==> config.mk <==
export PLATFORM = sky130hd
export DESIGN_NAME = toc_timer_output_compare_unit
export DESIGN_NICKNAME = d
export VERILOG_FILES = /design/src/toc_pkg.sv /design/src/toc_timer_output_compare_unit.sv
export SDC_FILE = /design/constraint.sdc
export NUM_CORES = 1
export LEC_CHECK = 0
export BUFFER_PORTS_ARGS = -buffer_cell sky130_fd_sc_hd__buf_2
export CORE_MARGIN = 10
export CORE_UTILIZATION = 40
export CTS_BUF_LIST = sky130_fd_sc_hd__clkbuf_8
export DETAILED_ROUTE_END_ITERATION = 16
export PLACE_DENSITY = 0.55
export SYNTH_ARGS = -nofsm -noshare
export SYNTH_HDL_FRONTEND = slang
export SYNTH_SLANG_ARGS = --single-unit
==> constraint.sdc <==
create_clock -name clk -period 47.2 [get_ports clk]
set_input_delay 11.8 -clock clk [delete_from_list [all_inputs] [get_ports clk]]
set_output_delay 11.8 -clock clk [all_outputs]
set_load 0.01 [all_outputs]
==> src/toc_pkg.sv <==
// Constants, register map and state types of the timer output compare unit.
package toc_pkg;

	localparam int NUM_TIMERS     = 4;
	localparam int NUM_CH         = 3;
	localparam int STAT_PER_TIMER = 4;
	localparam int STAT_OVF_BIT   = 3;

	// Timer slots: two narrow 8-bit timers and two wide 16-bit timers.
	localparam logic [1:0] TMR_NARROW_A    = 2'h0;
	localparam logic [1:0] TMR_WIDE        = 2'h1;
	localparam logic [1:0] TMR_NARROW_B    = 2'h2;
	localparam logic [1:0] TMR_WIDE_SECOND = 2'h3;
	localparam logic [1:0] CH_THIRD        = 2'h2;

	// Waveform modes in the control register.
	typedef enum logic [1:0] {WAVE_NORMAL, WAVE_CTC, WAVE_PWM, WAVE_SPARE} toc_wave_type;

	// Compare output modes, two bits per channel.
	localparam logic [1:0] COM_OFF    = 2'h0;
	localparam logic [1:0] COM_TOGGLE = 2'h1;
	localparam logic [1:0] COM_CLEAR  = 2'h2;
	localparam logic [1:0] COM_SET    = 2'h3;

	// PWM resolutions of the wide timers.
	localparam logic [1:0] RES_8  = 2'h0;
	localparam logic [1:0] RES_9  = 2'h1;
	localparam logic [1:0] RES_10 = 2'h2;

	localparam logic [15:0] TOP_8      = 16'h00FF;
	localparam logic [15:0] TOP_9      = 16'h01FF;
	localparam logic [15:0] TOP_10     = 16'h03FF;
	localparam logic [15:0] NARROW_MAX = 16'h00FF;
	localparam logic [15:0] WIDE_MAX   = 16'hFFFF;

	// Clock select codes and prescaler tap masks.
	localparam logic [2:0] CLK_STOP   = 3'h0;
	localparam logic [2:0] CLK_DIV1   = 3'h1;
	localparam logic [2:0] CLK_DIV8   = 3'h2;
	localparam logic [2:0] CLK_DIV64  = 3'h3;
	localparam logic [2:0] CLK_DIV256 = 3'h4;
	localparam logic [7:0] MASK_DIV8   = 8'h07;
	localparam logic [7:0] MASK_DIV64  = 8'h3F;
	localparam logic [7:0] MASK_DIV256 = 8'hFF;

	// Control register fields.
	localparam int CTRL_WAVE_LSB = 0;
	localparam int CTRL_RES_LSB  = 2;
	localparam int CTRL_CLK_LSB  = 4;
	localparam int CTRL_COM_LSB  = 8;

	// Byte address decode: bit 7 selects the global page, bits 6:5 the timer, bits 4:2 the register.
	localparam int ADDR_W          = 8;
	localparam int ADDR_GLOBAL_BIT = 7;
	localparam int ADDR_TIMER_LSB  = 5;
	localparam int ADDR_REG_LSB    = 2;

	localparam logic [2:0] REG_CTRL  = 3'h0;
	localparam logic [2:0] REG_COUNT = 3'h1;
	localparam logic [2:0] REG_CMP0  = 3'h2;
	localparam logic [2:0] REG_CMP2  = 3'h4;

	localparam logic [2:0] REG_STATUS    = 3'h0;
	localparam logic [2:0] REG_MASK      = 3'h1;
	localparam logic [2:0] REG_PRESC_RST = 3'h2;
	localparam logic [2:0] REG_CONFIG    = 3'h3;

	typedef struct packed {
		logic [15:0]            ctrl;
		logic [15:0]            count;
		logic [NUM_CH-1:0][15:0] active;
		logic [NUM_CH-1:0][15:0] hold;
		logic [NUM_CH-1:0]      pending;
		logic [NUM_CH-1:0]      pin;
	} toc_timer_type;

	typedef struct packed {
		toc_timer_type [NUM_TIMERS-1:0] timer;
		logic [7:0]                     prescCnt;
		logic [15:0]                    status;
		logic [15:0]                    mask;
		logic                           legacy;
		logic                           strapped;
		logic                           waitReq;
		logic [31:0]                    readdata;
		logic                           irq;
	} toc_state_type;

endpackage

==> src/toc_timer_output_compare_unit.sv <==
// Output compare unit for two 8-bit and two 16-bit timers with an Avalon-MM register slave.
//
// How it works
// - In PWM, compare writes go to a holding register, copied to active at top.
// - Wide timer compare reads return the active value, even with an update pending.
// - Narrow timer compare reads return the holding value while an update is pending.
// - With compare mode off, matches leave the pin; re-enabling resumes from that level.
// - All compare pins are zero after reset.
// - Narrow timers change the pin to a new mode only at the next match.
// - Wide timers leave the pin unchanged after a mode change until a match.
// - In legacy setting the prescaler reset does nothing.
// - Third compare channel of the first wide timer exists only outside legacy setting.
// - Second wide timer exists only outside legacy setting.
// - In PWM the counter bits above the resolution clear on the first prescaled tick.
// - Compare values copied at top have bits above the resolution cleared.
// - Clear on match happens at the end of the last tick period equal to compare.
// - Match flag and pin act at the end of the last tick period equal to compare.
`timescale 1ns/1ps

module toc_timer_output_compare_unit (
	input  wire logic                        clk,
	input  wire logic                        reset_n,
	input  wire logic                        legacyCompatSetting,
	input  wire logic [toc_pkg::ADDR_W-1:0]  address,
	input  wire logic                        read,
	input  wire logic                        write,
	input  wire logic [31:0]                 writedata,
	output logic      [31:0]                 readdata,
	output logic                             waitrequest,
	output logic                             irq,
	output logic      [11:0]                 compareOutputPin
);

	logic [1:0]             rstSync_reg;
	logic                   rstN;
	toc_pkg::toc_state_type s_reg;
	toc_pkg::toc_state_type s_next;

	function automatic logic isWide(input logic [1:0] t);
		return (t == toc_pkg::TMR_WIDE) || (t == toc_pkg::TMR_WIDE_SECOND);
	endfunction

	function automatic logic timerPresent(input logic [1:0] t, input logic legacy);
		return !(legacy && (t == toc_pkg::TMR_WIDE_SECOND));
	endfunction

	function automatic logic chPresent(input logic [1:0] t, input logic [1:0] ch, input logic legacy);
		if (!timerPresent(t, legacy)) begin
			return 1'b0;
		end
		if (!isWide(t)) begin
			return ch == 2'h0;
		end
		return !(legacy && (t == toc_pkg::TMR_WIDE) && (ch == toc_pkg::CH_THIRD));
	endfunction

	function automatic logic [15:0] widthMask(input logic [1:0] t);
		return isWide(t) ? toc_pkg::WIDE_MAX : toc_pkg::NARROW_MAX;
	endfunction

	function automatic logic [15:0] topOf(input logic [1:0] t, input logic [15:0] ctrl);
		logic [15:0] top;
		top = widthMask(t);
		if (ctrl[toc_pkg::CTRL_WAVE_LSB +: 2] == toc_pkg::WAVE_PWM && isWide(t)) begin
			unique case (ctrl[toc_pkg::CTRL_RES_LSB +: 2])
				toc_pkg::RES_8:  top = toc_pkg::TOP_8;
				toc_pkg::RES_9:  top = toc_pkg::TOP_9;
				toc_pkg::RES_10: top = toc_pkg::TOP_10;
				default:         top = toc_pkg::TOP_10;
			endcase
		end
		return top;
	endfunction

	function automatic logic clkTick(input logic [2:0] sel, input logic [7:0] presc);
		unique case (sel)
			toc_pkg::CLK_DIV1:   return 1'b1;
			toc_pkg::CLK_DIV8:   return (presc & toc_pkg::MASK_DIV8) == toc_pkg::MASK_DIV8;
			toc_pkg::CLK_DIV64:  return (presc & toc_pkg::MASK_DIV64) == toc_pkg::MASK_DIV64;
			toc_pkg::CLK_DIV256: return (presc & toc_pkg::MASK_DIV256) == toc_pkg::MASK_DIV256;
			default:             return 1'b0;
		endcase
	endfunction

	function automatic logic applyAction(input logic [1:0] mode, input logic pin);
		unique case (mode)
			toc_pkg::COM_TOGGLE: return !pin;
			toc_pkg::COM_CLEAR:  return 1'b0;
			toc_pkg::COM_SET:    return 1'b1;
			default:             return pin;
		endcase
	endfunction

	// The reset is asserted at once and released through two flip-flops.
	always_ff @(posedge clk or negedge reset_n) begin
		if (!reset_n) begin
			rstSync_reg <= 2'h0;
		end else begin
			rstSync_reg <= {rstSync_reg[0], 1'b1};
		end
	end

	assign rstN = rstSync_reg[1];

	always_comb begin
		toc_pkg::toc_timer_type tm;
		logic [15:0] top;
		logic [15:0] cnt;
		logic [15:0] setBits;
		logic [15:0] clrBits;
		logic [15:0] val;
		logic [15:0] rd;
		logic [1:0]  ti;
		logic [1:0]  chIdx;
		logic [2:0]  regSel;
		logic        pwm;
		tm      = '0;
		top     = '0;
		cnt     = '0;
		setBits = '0;
		clrBits = '0;
		val     = '0;
		rd      = '0;
		ti      = address[toc_pkg::ADDR_TIMER_LSB +: 2];
		regSel  = address[toc_pkg::ADDR_REG_LSB +: 3];
		chIdx   = 2'(regSel - toc_pkg::REG_CMP0);
		pwm     = 1'b0;
		s_next  = s_reg;
		s_next.prescCnt = s_reg.prescCnt + 8'h01;

		// The compatibility strap is caught once, on the first cycle out of reset.
		if (!s_reg.strapped) begin
			s_next.strapped = 1'b1;
			s_next.legacy   = legacyCompatSetting;
		end

		for (int t = 0; t < toc_pkg::NUM_TIMERS; t++) begin
			tm  = s_reg.timer[t];
			pwm = tm.ctrl[toc_pkg::CTRL_WAVE_LSB +: 2] == toc_pkg::WAVE_PWM;
			top = topOf(2'(t), tm.ctrl);
			if (timerPresent(2'(t), s_reg.legacy) && clkTick(tm.ctrl[toc_pkg::CTRL_CLK_LSB +: 3], s_reg.prescCnt)) begin
				// Stray high bits left by a software write are dropped before counting on.
				cnt = pwm ? (tm.count & top) : tm.count;
				// A tick ends the period of the current count, so the match acts after its last period.
				for (int ch = 0; ch < toc_pkg::NUM_CH; ch++) begin
					if (chPresent(2'(t), 2'(ch), s_reg.legacy) && cnt == tm.active[ch]) begin
						setBits[t * toc_pkg::STAT_PER_TIMER + ch] = 1'b1;
						// The pin only moves on a match, and a disabled mode keeps its level.
						tm.pin[ch] = applyAction(tm.ctrl[toc_pkg::CTRL_COM_LSB + 2 * ch +: 2], tm.pin[ch]);
					end
				end
				if (cnt == top || (tm.ctrl[toc_pkg::CTRL_WAVE_LSB +: 2] == toc_pkg::WAVE_CTC && cnt == tm.active[0])) begin
					tm.count = '0;
					if (cnt == top) begin
						setBits[t * toc_pkg::STAT_PER_TIMER + toc_pkg::STAT_OVF_BIT] = 1'b1;
						for (int ch = 0; ch < toc_pkg::NUM_CH; ch++) begin
							if (pwm && tm.pending[ch]) begin
								tm.active[ch]  = tm.hold[ch] & top;
								tm.pending[ch] = 1'b0;
							end
						end
					end
				end else begin
					tm.count = cnt + 16'h0001;
				end
			end
			s_next.timer[t] = tm;
		end

		// Bus side: one wait cycle, then the answer.
		s_next.waitReq = !((read || write) && s_reg.waitReq);
		if (write && !s_reg.waitReq) begin
			if (address[toc_pkg::ADDR_GLOBAL_BIT]) begin
				case (regSel)
					toc_pkg::REG_STATUS: clrBits = writedata[15:0];
					toc_pkg::REG_MASK:   s_next.mask = writedata[15:0];
					toc_pkg::REG_PRESC_RST: begin
						if (!s_reg.legacy && writedata[0]) begin
							s_next.prescCnt = '0;
						end
					end
					default: ;
				endcase
			end else if (timerPresent(ti, s_reg.legacy)) begin
				val = writedata[15:0] & widthMask(ti);
				if (regSel == toc_pkg::REG_CTRL) begin
					s_next.timer[ti].ctrl = writedata[15:0];
				end else if (regSel == toc_pkg::REG_COUNT) begin
					s_next.timer[ti].count = val;
				end else if (regSel >= toc_pkg::REG_CMP0 && regSel <= toc_pkg::REG_CMP2 &&
					chPresent(ti, chIdx, s_reg.legacy)) begin
					s_next.timer[ti].hold[chIdx] = val;
					if (s_reg.timer[ti].ctrl[toc_pkg::CTRL_WAVE_LSB +: 2] == toc_pkg::WAVE_PWM) begin
						s_next.timer[ti].pending[chIdx] = 1'b1;
					end else begin
						s_next.timer[ti].active[chIdx]  = val;
						s_next.timer[ti].pending[chIdx] = 1'b0;
					end
				end
			end
		end

		// A match in the same cycle as its clear wins.
		s_next.status = (s_reg.status & ~clrBits) | setBits;
		s_next.irq    = |(s_next.status & s_next.mask);

		if (address[toc_pkg::ADDR_GLOBAL_BIT]) begin
			case (regSel)
				toc_pkg::REG_STATUS: rd = s_reg.status;
				toc_pkg::REG_MASK:   rd = s_reg.mask;
				toc_pkg::REG_CONFIG: rd = {15'h0000, s_reg.legacy};
				default:             rd = '0;
			endcase
		end else if (timerPresent(ti, s_reg.legacy)) begin
			tm = s_reg.timer[ti];
			if (regSel == toc_pkg::REG_CTRL) begin
				rd = tm.ctrl;
			end else if (regSel == toc_pkg::REG_COUNT) begin
				rd = tm.count;
			end else if (regSel >= toc_pkg::REG_CMP0 && regSel <= toc_pkg::REG_CMP2 &&
				chPresent(ti, chIdx, s_reg.legacy)) begin
				if (isWide(ti)) begin
					rd = tm.active[chIdx];
				end else begin
					rd = tm.pending[chIdx] ? tm.hold[chIdx] : tm.active[chIdx];
				end
			end
		end
		if (read && s_reg.waitReq) begin
			s_next.readdata = {16'h0000, rd};
		end
	end

	always_ff @(posedge clk or negedge rstN) begin
		if (!rstN) begin
			s_reg         <= '0;
			s_reg.waitReq <= 1'b1;
		end else begin
			s_reg <= s_next;
		end
	end

	assign readdata    = s_reg.readdata;
	assign waitrequest = s_reg.waitReq;
	assign irq         = s_reg.irq;

	always_comb begin
		for (int t = 0; t < toc_pkg::NUM_TIMERS; t++) begin
			compareOutputPin[t * toc_pkg::NUM_CH +: toc_pkg::NUM_CH] = s_reg.timer[t].pin;
		end
	end

endmodule // toc_timer_output_compare_unit
==> Word level (Yosys, flattened, before mapping) <==
Cells that the tools add are included.
{ "classes": {"add_sub_neg": 6, "mul": 0, "div": 0, "magnitude_cmp": 6, "n_eq_ne": 88, "shift": 0, "mux": 207, "n_bitwise": 15, "reduce_logical": 68} }
{ "op_table": {"columns": ["operator", "n"], "rows": [
  ["$bwmux W536", 6],
  ["$mux W536", 4],
  ["$demux W134 S2", 5],
  ["$mux W520", 2],
  ["$mux W16", 39],
  ["$mux W528", 1],
  ["$mux W48", 8],
  ["$bmux W134 S2", 1],
  ["$mux W134", 2],
  ["$mux W64", 4],
  ["$eq A16 B16 Y1", 14],
  ["$and A16 B16 Y16", 11],
  ["$mux W118", 1],
  ["$mux W102", 1],
  ["$mux W1", 88],
  ["$add A16 B1 Y16 const B", 4],
  ["$bmux W16 S2", 2],
  ["$eq A2 B2 Y1 const B", 31],
  ["$mux W54", 1],
  ["$pmux W16 S3", 1],
  ["$pmux W10 S2", 2],
  ["$logic_and A1 B1 Y1", 39],
  ["$eq A2 B1 Y1 const B", 19],
  ["$pmux W1 S3", 12],
  ["30 further kinds", 92]
]} }
{ "totals": {"regBits": 598, "latch_bits": 0, "ramBits": 0, "rom_bits": 0, "inputBits": 45, "output_inout_bits": 46, "mem_count": 0} }

==> Longest topological paths before layout <==
Gate-level depths: netlist of run 1.
{ "depth": {"word_depth": 26, "depth_mapped": 10, "ltp_nobuf": 9} }

==> Worst setup path before layout of run 1 <==
OpenSTA, ideal clock, no wires.
{ "synth_timing": {"kind": "input port to flip-flop", "from": "input port address[5] (netlist name)", "to": "register s_reg, in the netlist readdata[10]", "setup_ps": 138, "t_arrival_ps": 13676, "t_required_ps": 47062, "slack_ps": 33386, "cell_stages": 9, "path_buffers": 5, "cell_sequence": "buf_2 buf_2 buf_2 buf_2 buf_2 mux4_2 a22o_1 a222oi_1 o21ai_0"} }
{ "synth_between": {"elab_chain_len": 20, "elab_cells_between_ends": 35, "classes_between": "eq/ne (2); mux (27); reduce/logical (6)"} }
{ "synth_rtl": {"columns": ["item", "line_no", "rtl"], "rows": [
  ["from (decl)", "toc_timer_output_compare_unit.sv:24", "input wire logic [toc_pkg::ADDR_W-1:0] address,"],
  ["$eq A2 B1 Y1 / $eq A2 B2 Y1 (equally long branches)", "toc_timer_output_compare_unit.sv:40, toc_timer_output_compare_unit.sv:54, toc_timer_output_compare_unit.sv:44", null],
  ["$logic_or A1 B1 Y1", "toc_timer_output_compare_unit.sv:40", "return (t == toc_pkg::TMR_WIDE) || (t == toc_pkg::TMR_WIDE_SECOND);"],
  ["$mux W1 (2 in a row)", "toc_timer_output_compare_unit.sv:51", "if (!isWide(t)) begin"],
  ["$mux W1", "toc_timer_output_compare_unit.sv:218", "end else if (regSel == toc_pkg::REG_COUNT) begin"],
  ["$mux W1", "toc_timer_output_compare_unit.sv:216", "if (regSel == toc_pkg::REG_CTRL) begin"],
  ["$mux W1", "toc_timer_output_compare_unit.sv:214", "end else if (timerPresent(ti, s_reg.legacy)) begin"],
  ["$mux W1", "toc_timer_output_compare_unit.sv:207", "if (address[toc_pkg::ADDR_GLOBAL_BIT]) begin"],
  ["$mux W1", "toc_timer_output_compare_unit.sv:54", "return !(legacy && (t == toc_pkg::TMR_WIDE) && (ch == toc_pkg::CH_THIRD));"],
  ["(+3 left out)", null, null],
  ["$mux W1", "toc_timer_output_compare_unit.sv:214", null],
  ["$mux W1", "toc_timer_output_compare_unit.sv:207", null],
  ["$logic_and A1 B1 Y1", "toc_timer_output_compare_unit.sv:220", "end else if (regSel >= toc_pkg::REG_CMP0 && regSel <= toc_pkg::REG_CMP2 &&"],
  ["$mux W16", "toc_timer_output_compare_unit.sv:220", null],
  ["$mux W16", "toc_timer_output_compare_unit.sv:218", null],
  ["$mux W16", "toc_timer_output_compare_unit.sv:216", null],
  ["$mux W16 (*)", "toc_timer_output_compare_unit.sv:214", null],
  ["$mux W16 (*)", "toc_timer_output_compare_unit.sv:207", null],
  ["to (signal assigned)", "toc_timer_output_compare_unit.sv:239", "s_reg <= s_next;"],
  ["to (decl)", "toc_timer_output_compare_unit.sv:36", "toc_pkg::toc_state_type s_reg;"]
]} }
Mark *: on every way between the ends. The rest lies on a longest branch, timed or not. The select of a mux whose other input is x is not followed.
A chain may end at the register's enable or synchronous reset.

==> impl_metrics.ini, run 1 <==
[floorplan]
rows = 103
dieHeight_um = 302
dieArea_sq_um = 91200
start_util_pct = 40.3
io_pins = 91
core_sq_um = 78900
dieWidth_um = 302

[final_layout]
fin_util_pct = 43.8
drive_above_1_share_pct = 17.2
nets = 3032
synthToLayoutAreaGrowth_pct = 8.67
fill_cells = 7472
largest_reg_flops = 566
stdcell_area_sq_um = 34600

[route]
antenna_left = 0
vias_per_cell = 6.14
wl_mm = 115
vias = 25300
dr.pass1.iters = 8
drcViolationCount = 0
drt_iter0_markers = 2772
wl_per_cell_um = 27.9

[timing]
tightest_slew_ps = 1310
rsz0062_at_grt = no
period_needed_ps = 15810
setup_violations = 0
hold_ws_ps = 193
hold_violations = 0
period_share_pct = 33.5
fmax_mhz = 63.2
max_slew_margin_pct = 11.6
tns_ps = 0
fin_worst_skew_ps = 42.9
slew_violations = 0
worst_slack_ps = 31390

[clock_tree]
post_cts_resized = 0
postCtsHoldBufs = 0
worstSkewPairLatency_ps = 760
cts_tree = done
clock_sinks = 594
clock-root-buffer = clkbuf_8
cts_buffers = 103
clk_pin_slew_worst_paths_ps = 60
cts.path.max_buffers = 3
htree_num_levels = 3
post_cts_buffers = 0

[yosys]
ys_seq_elements = 594
ys_top_cells_by_area = dfrtp_1 (47%), mux4_2 (9.1%), nand2_1 (4.9%)
synth.avg_cell_area_sq_um = 10.3
yosysTopAreaCell = dfrtp_1
synthArstFlopShare_pct = 100
yosysTopAreaCellShare_pct = 46.6
yosysMostFrequentCell = dfrtp_1
synthCells = 3086
synthTopCellsByCount = dfrtp_1 (593), nand2_1 (418), o21ai_0 (268)
ys.flop_type = dfrtp_1
syn_area_sq_um = 31800
synth_cell_type_count = 91
synth-edff-count = 0
yosys_warnings = 0
seq_area_frac_synth_pct = 46.7

[setup_path]
cp.required_ps = 47790
criticalPathCategory = primary input to flip-flop
startpoint_type = primary input
cpPeakStageDelay_ps = 880
cp_slowest_cell = nand3_1
cp_cell_sequence = buf_6 -> buf_4 -> buf_4 -> nand2b_1 -> a31o_2 -> a21oi_1 -> nor3b_4 -> nand3_1 -> a21oi_1 -> a21oi_1
end_kind = flip-flop
path_max_fanout = 62
crit_path_frequent_cell = a21oi_1
worstPathArrival_ps = 16400

[placed_design]
gp_congestion = 0.980
dpl.hpwl_mm = 79.0
dpl_cell_area_sq_um = 32500
dp_slack_ps = 30650
io_buffers = 52

[global_route]
grt_pass1_vias = 24700
track_usage_pct = 24.9
grt_max_degree = 155
antenna_found_initial = 9
met1_usage_pct = 34.1
grt_busiest_layer = met2
use_met2_pct = 37.5
grt_overflow = 0
grt_util_met3_pct = 5.22
grt_pass1_wl_mm = 169

[pwr]
p_leak_uw = 0.0152
power.density_nw_per_um2 = 37.5
ir_worst_vdd_v = 0.0000192

[outcome]
status = finished, final reports clean

[flow_run]
cap_violations = 0

[hold_path]
hold_path_class = flip-flop to asynchronous set/reset pin
## per-stage QoR
step / cells / total power, uW
2_1_floorplan: 3106 / 733
3_3_place_gp: 3926 / 808
3_5_place_dp: 3926 / 813
4_1_cts: 4110 / 1300
5_1_grt: 4112 / 1350
6_report: 4117 / 1300
## report_power, final
part           internal (uW)  switching (uW)
clock network            256             229
logic                   84.0             132
registers                539            56.1
## final timing paths
| check | start | end | slack [ps] | cells after the start |
|---|---|---|---|---|
| min in group clk | rstSync_reg[0] | rstSync_reg[1] | 350 | 0 |
| worst max register to register | s_reg[313] | s_reg[291] | 43320 | 8 |
| worst max-delay path | address[6] | s_reg[288] | 31390 | 10 |
| worst min-delay path | rstSync_reg[1] | s_reg[164] | 190 | 0 |
| worst min register to register | rstSync_reg[1] | s_reg[164] | 190 | 0 |
| max in group asynchronous | reset_n | rstSync_reg[1] | 36260 | 1 |
## cell type report
class / count / area (sq um) / share of cell area (%)
Timing Repair Buffer: 116 / 782 / 2.26
Antenna cell: 7 / 17.5 / 0.0507
Tap cell: 1050 / 1310 / 3.80
Clock inverter: 53 / 307 / 0.887
Multi-Input combinational cell: 2129 / 15300 / 44.4
Sequential cell: 594 / 14900 / 43.0
Clock buffer: 131 / 1800 / 5.21
Inverter: 37 / 139 / 0.402
## cells by family after synthesis
family,after synthesis,synth area share [%]
adder cells (fa/ha/maj),6,0.236
other,2,0.0236
AND/OR/NAND/NOR,1017,16.0
buffers and inverters,383,5.35
flip-flops,594,46.7
XOR/XNOR,119,3.28
AO/OA/AOI/OAI,624,12.2
multiplexers,341,16.1
## layer usage
metal  share of wire [%]  vias up
met5               0.023        -
met4                 4.9        4
met3                 9.2      284
met2                  44     1304
met1                  42    12900
li1                    -    10800
## cell usage in the layout (no fill, tap or decap), types with 11 or more instances in the layout
cell type	Yosys	layout
o21ai_0	268	268
nand4_1	36	36
and3_1	34	34
nor2_1	155	155
a222oi_1	15	15
mux4_2	129	129
inv_1	35	69
xor2_1	63	63
o32ai_1	16	16
nand3b_1	12	12
conb_1	2	22
xnor2_1	56	56
mux2_2	86	86
buf_2	60	50
a22o_1	26	26
a22oi_1	13	13
nand3_1	81	81
a21oi_1	106	105
nor4_1	20	20
or3_1	12	12
dfrtp_1	593	592
nor3_1	33	32
nor4bb_1	22	22
mux2i_1	125	125
buf_4	49	62
o22ai_1	12	12
a21o_1	11	11
clkbuf_8	0	131
a32o_1	11	11
and2_1	69	69
a211oi_1	11	11
a31oi_1	33	33
nand2_1	418	418
nand2b_1	24	24
nor2b_1	22	22
## critical path, delay by kind of cell
kind                   cells  cell delay, ps
AOI/OAI and AO/OA          4             900
buffers and inverters      3            1980
and+or+nand+nor            3            1530
No activity file was read; power rests on OpenSTA's default activity.
==> run 2, diff against run 1 <==
--- a/config.mk
+++ b/config.mk
@@ -10,7 +10,7 @@
 export CORE_UTILIZATION = 40
 export CTS_BUF_LIST = sky130_fd_sc_hd__clkbuf_8
 export DETAILED_ROUTE_END_ITERATION = 16
-export PLACE_DENSITY = 0.55
+export PLACE_DENSITY = 0.57
 export SYNTH_ARGS = -nofsm -noshare
 export SYNTH_HDL_FRONTEND = slang
 export SYNTH_SLANG_ARGS = --single-unit
==> constraint.sdc (replaced) <==
create_clock -name clk -period 13.3 [get_ports clk]
set_input_delay 3.325 -clock clk [delete_from_list [all_inputs] [get_ports clk]]
set_output_delay 3.325 -clock clk [all_outputs]
set_load 0.01 [all_outputs]
==> run 2 against run 1 <==
Critical path type unchanged. Power rose to 3.5 times the previous value. Highest routed layer unchanged. Global-route usage about the same. Register-to-register slack got worse by 34000 ps. First-iteration DRC count increased by 3.8%. Utilization is 0.094 points lower.
==> impl_metrics.ini, run 2 (synthesized netlist as in run 1, its figures left out) <==
[timing]
rsz0062_at_grt = no
fmax_mhz = 150
setup_violations = 0
period_needed_ps = 6670
slew_violations = 0
tns_ps = 0
max_slew_margin_pct = 21.8
fin_worst_skew_ps = 42.0
hold_ws_ps = 348
tightest_slew_ps = 1170
period_share_pct = 50.2
hold_violations = 0

[clock_tree]
cts_buffers = 102
cts_tree = done
postCtsHoldBufs = 0
clk_pin_slew_worst_paths_ps = 60
post_cts_resized = 0
cts.path.max_buffers = 3
clock_sinks = 594
clock-root-buffer = clkbuf_8
htree_num_levels = 3
post_cts_buffers = 0
worstSkewPairLatency_ps = 730

[pwr]
power.density_nw_per_um2 = 132
ir_worst_vdd_v = 0.0000652
pwr-share-comb_pct = 16.6
intPower_uw = 3110
power_switching_uw = 1460
p_leak_uw = 0.0152
clkPwrFrac_pct = 37.0
power_frac_seq_pct = 46.4
finalPower_uw = 4570
switching_share_pct = 31.9

[placed_design]
io_buffers = 52
dp_cells = 3922
dpl.hpwl_mm = 80.3
gp_congestion = 0.962

[hold_path]
whs_path_depth = 0
hold_path_class = flip-flop to flip-flop

[final_layout]
synthToLayoutAreaGrowth_pct = 8.44
largest_reg_flops = 566
fill_cells = 7458
final_cell_mix = dfrtp_1 (592), nand2_1 (418), o21ai_0 (268)
fin_cells = 4107
mostFrequentLayoutCell = dfrtp_1
drive_above_1_share_pct = 17.2
nets = 3027
fin_util_pct = 43.7

[setup_path]
cp.required_ps = 13850
path_max_fanout = 27
startpoint_type = primary input
worstPathArrival_ps = 7230
rr_worst_depth = 7
end_kind = flip-flop
criticalPathCategory = primary input to flip-flop

[floorplan]
start_util_pct = 40.3
rows = 103
dieWidth_um = 302
dieArea_sq_um = 91200
dieHeight_um = 302
core_sq_um = 78900
io_pins = 91

[global_route]
grt_overflow = 0
grt_max_degree = 164
grt_pass1_wl_mm = 169
track_usage_pct = 24.9
antenna_found_initial = 7
grt_pass1_vias = 24800

[route]
wl_per_cell_um = 28.1
drt_iter0_markers = 2876
vias_per_cell = 6.13
antenna_left = 0
wl_mm = 115
dr.pass1.iters = 9
vias = 25200
drcViolationCount = 0

[outcome]
status = finished, final reports clean

[flow_run]
cap_violations = 0
## run 2: cell types whose count changed in the layout (fill, tap and decap cells not counted), moves of 3 or more
cell	before	now
clkinv_2	10	19
diode_2	7	2
buf_4	62	58
clkbuf_8	131	127
inv_1	69	66
## run 2: area by class of cell
| cell class | instances | area (sq um) | area share, % |
|---|---|---|---|
| repair buffers | 112 | 752 | 2.18 |
| clock inverters | 56 | 323 | 0.936 |
| well taps | 1050 | 1310 | 3.81 |
| multi-input cells | 2129 | 15400 | 44.5 |
| clock buffers | 127 | 1750 | 5.07 |
| inverters | 37 | 139 | 0.403 |
| flip-flops and latches | 594 | 14900 | 43.1 |
| diodes | 2 | 5.00 | 0.0145 |
## run 2: path summary, 6_finish.rpt
path,start,end,slack [ps]
setup / recovery,address[2],s_reg[565],6630
hold / removal,rstSync_reg[0],rstSync_reg[1],350
setup reg to reg,s_reg[331],s_reg[295],9310
hold reg to reg,rstSync_reg[0],rstSync_reg[1],350
max in group asynchronous,rstSync_reg[1],s_reg[508],10450
min in group asynchronous,rstSync_reg[1],s_reg[566],440
## run 2: layer usage
metal / GRT usage [%] / vias up / part of all wire, %
li1: - / 10800 / -
met1: 33.7 / 12800 / 41
met2: 38.1 / 1259 / 45
met3: 5.20 / 265 / 9.1
met4: 10.9 / 4 / 4.6
met5: 0 / - / 0.023
## run 2: power groups by stage
stage / clock network, uW / logic (uW) / registers [uW]
3_3_place_gp: 0 / 733 / 2130
3_5_place_dp: 0 / 746 / 2140
2_1_floorplan: 0 / 560 / 2040
4_1_cts: 1720 / 749 / 2110
6_report: 1690 / 758 / 2120
5_1_grt: 1800 / 818 / 2130
## run 2: through the flow
step,cell area (sq um),setup WS (ps)
detailed placement,32400,5940
global placement,32400,5990
CTS,34500,6730
global route,34500,6500
finish,34500,6630
floorplan,31900,3640
## run 2: worst max-delay path: stages
cell and delay (ps):
buf_2 520, buf_4 370, buf_4 360, or3b_2 180, a21oi_1 70, nor2_1 140
buf_4 260, and4_2 890, and2_1 810, o21ai_0 240
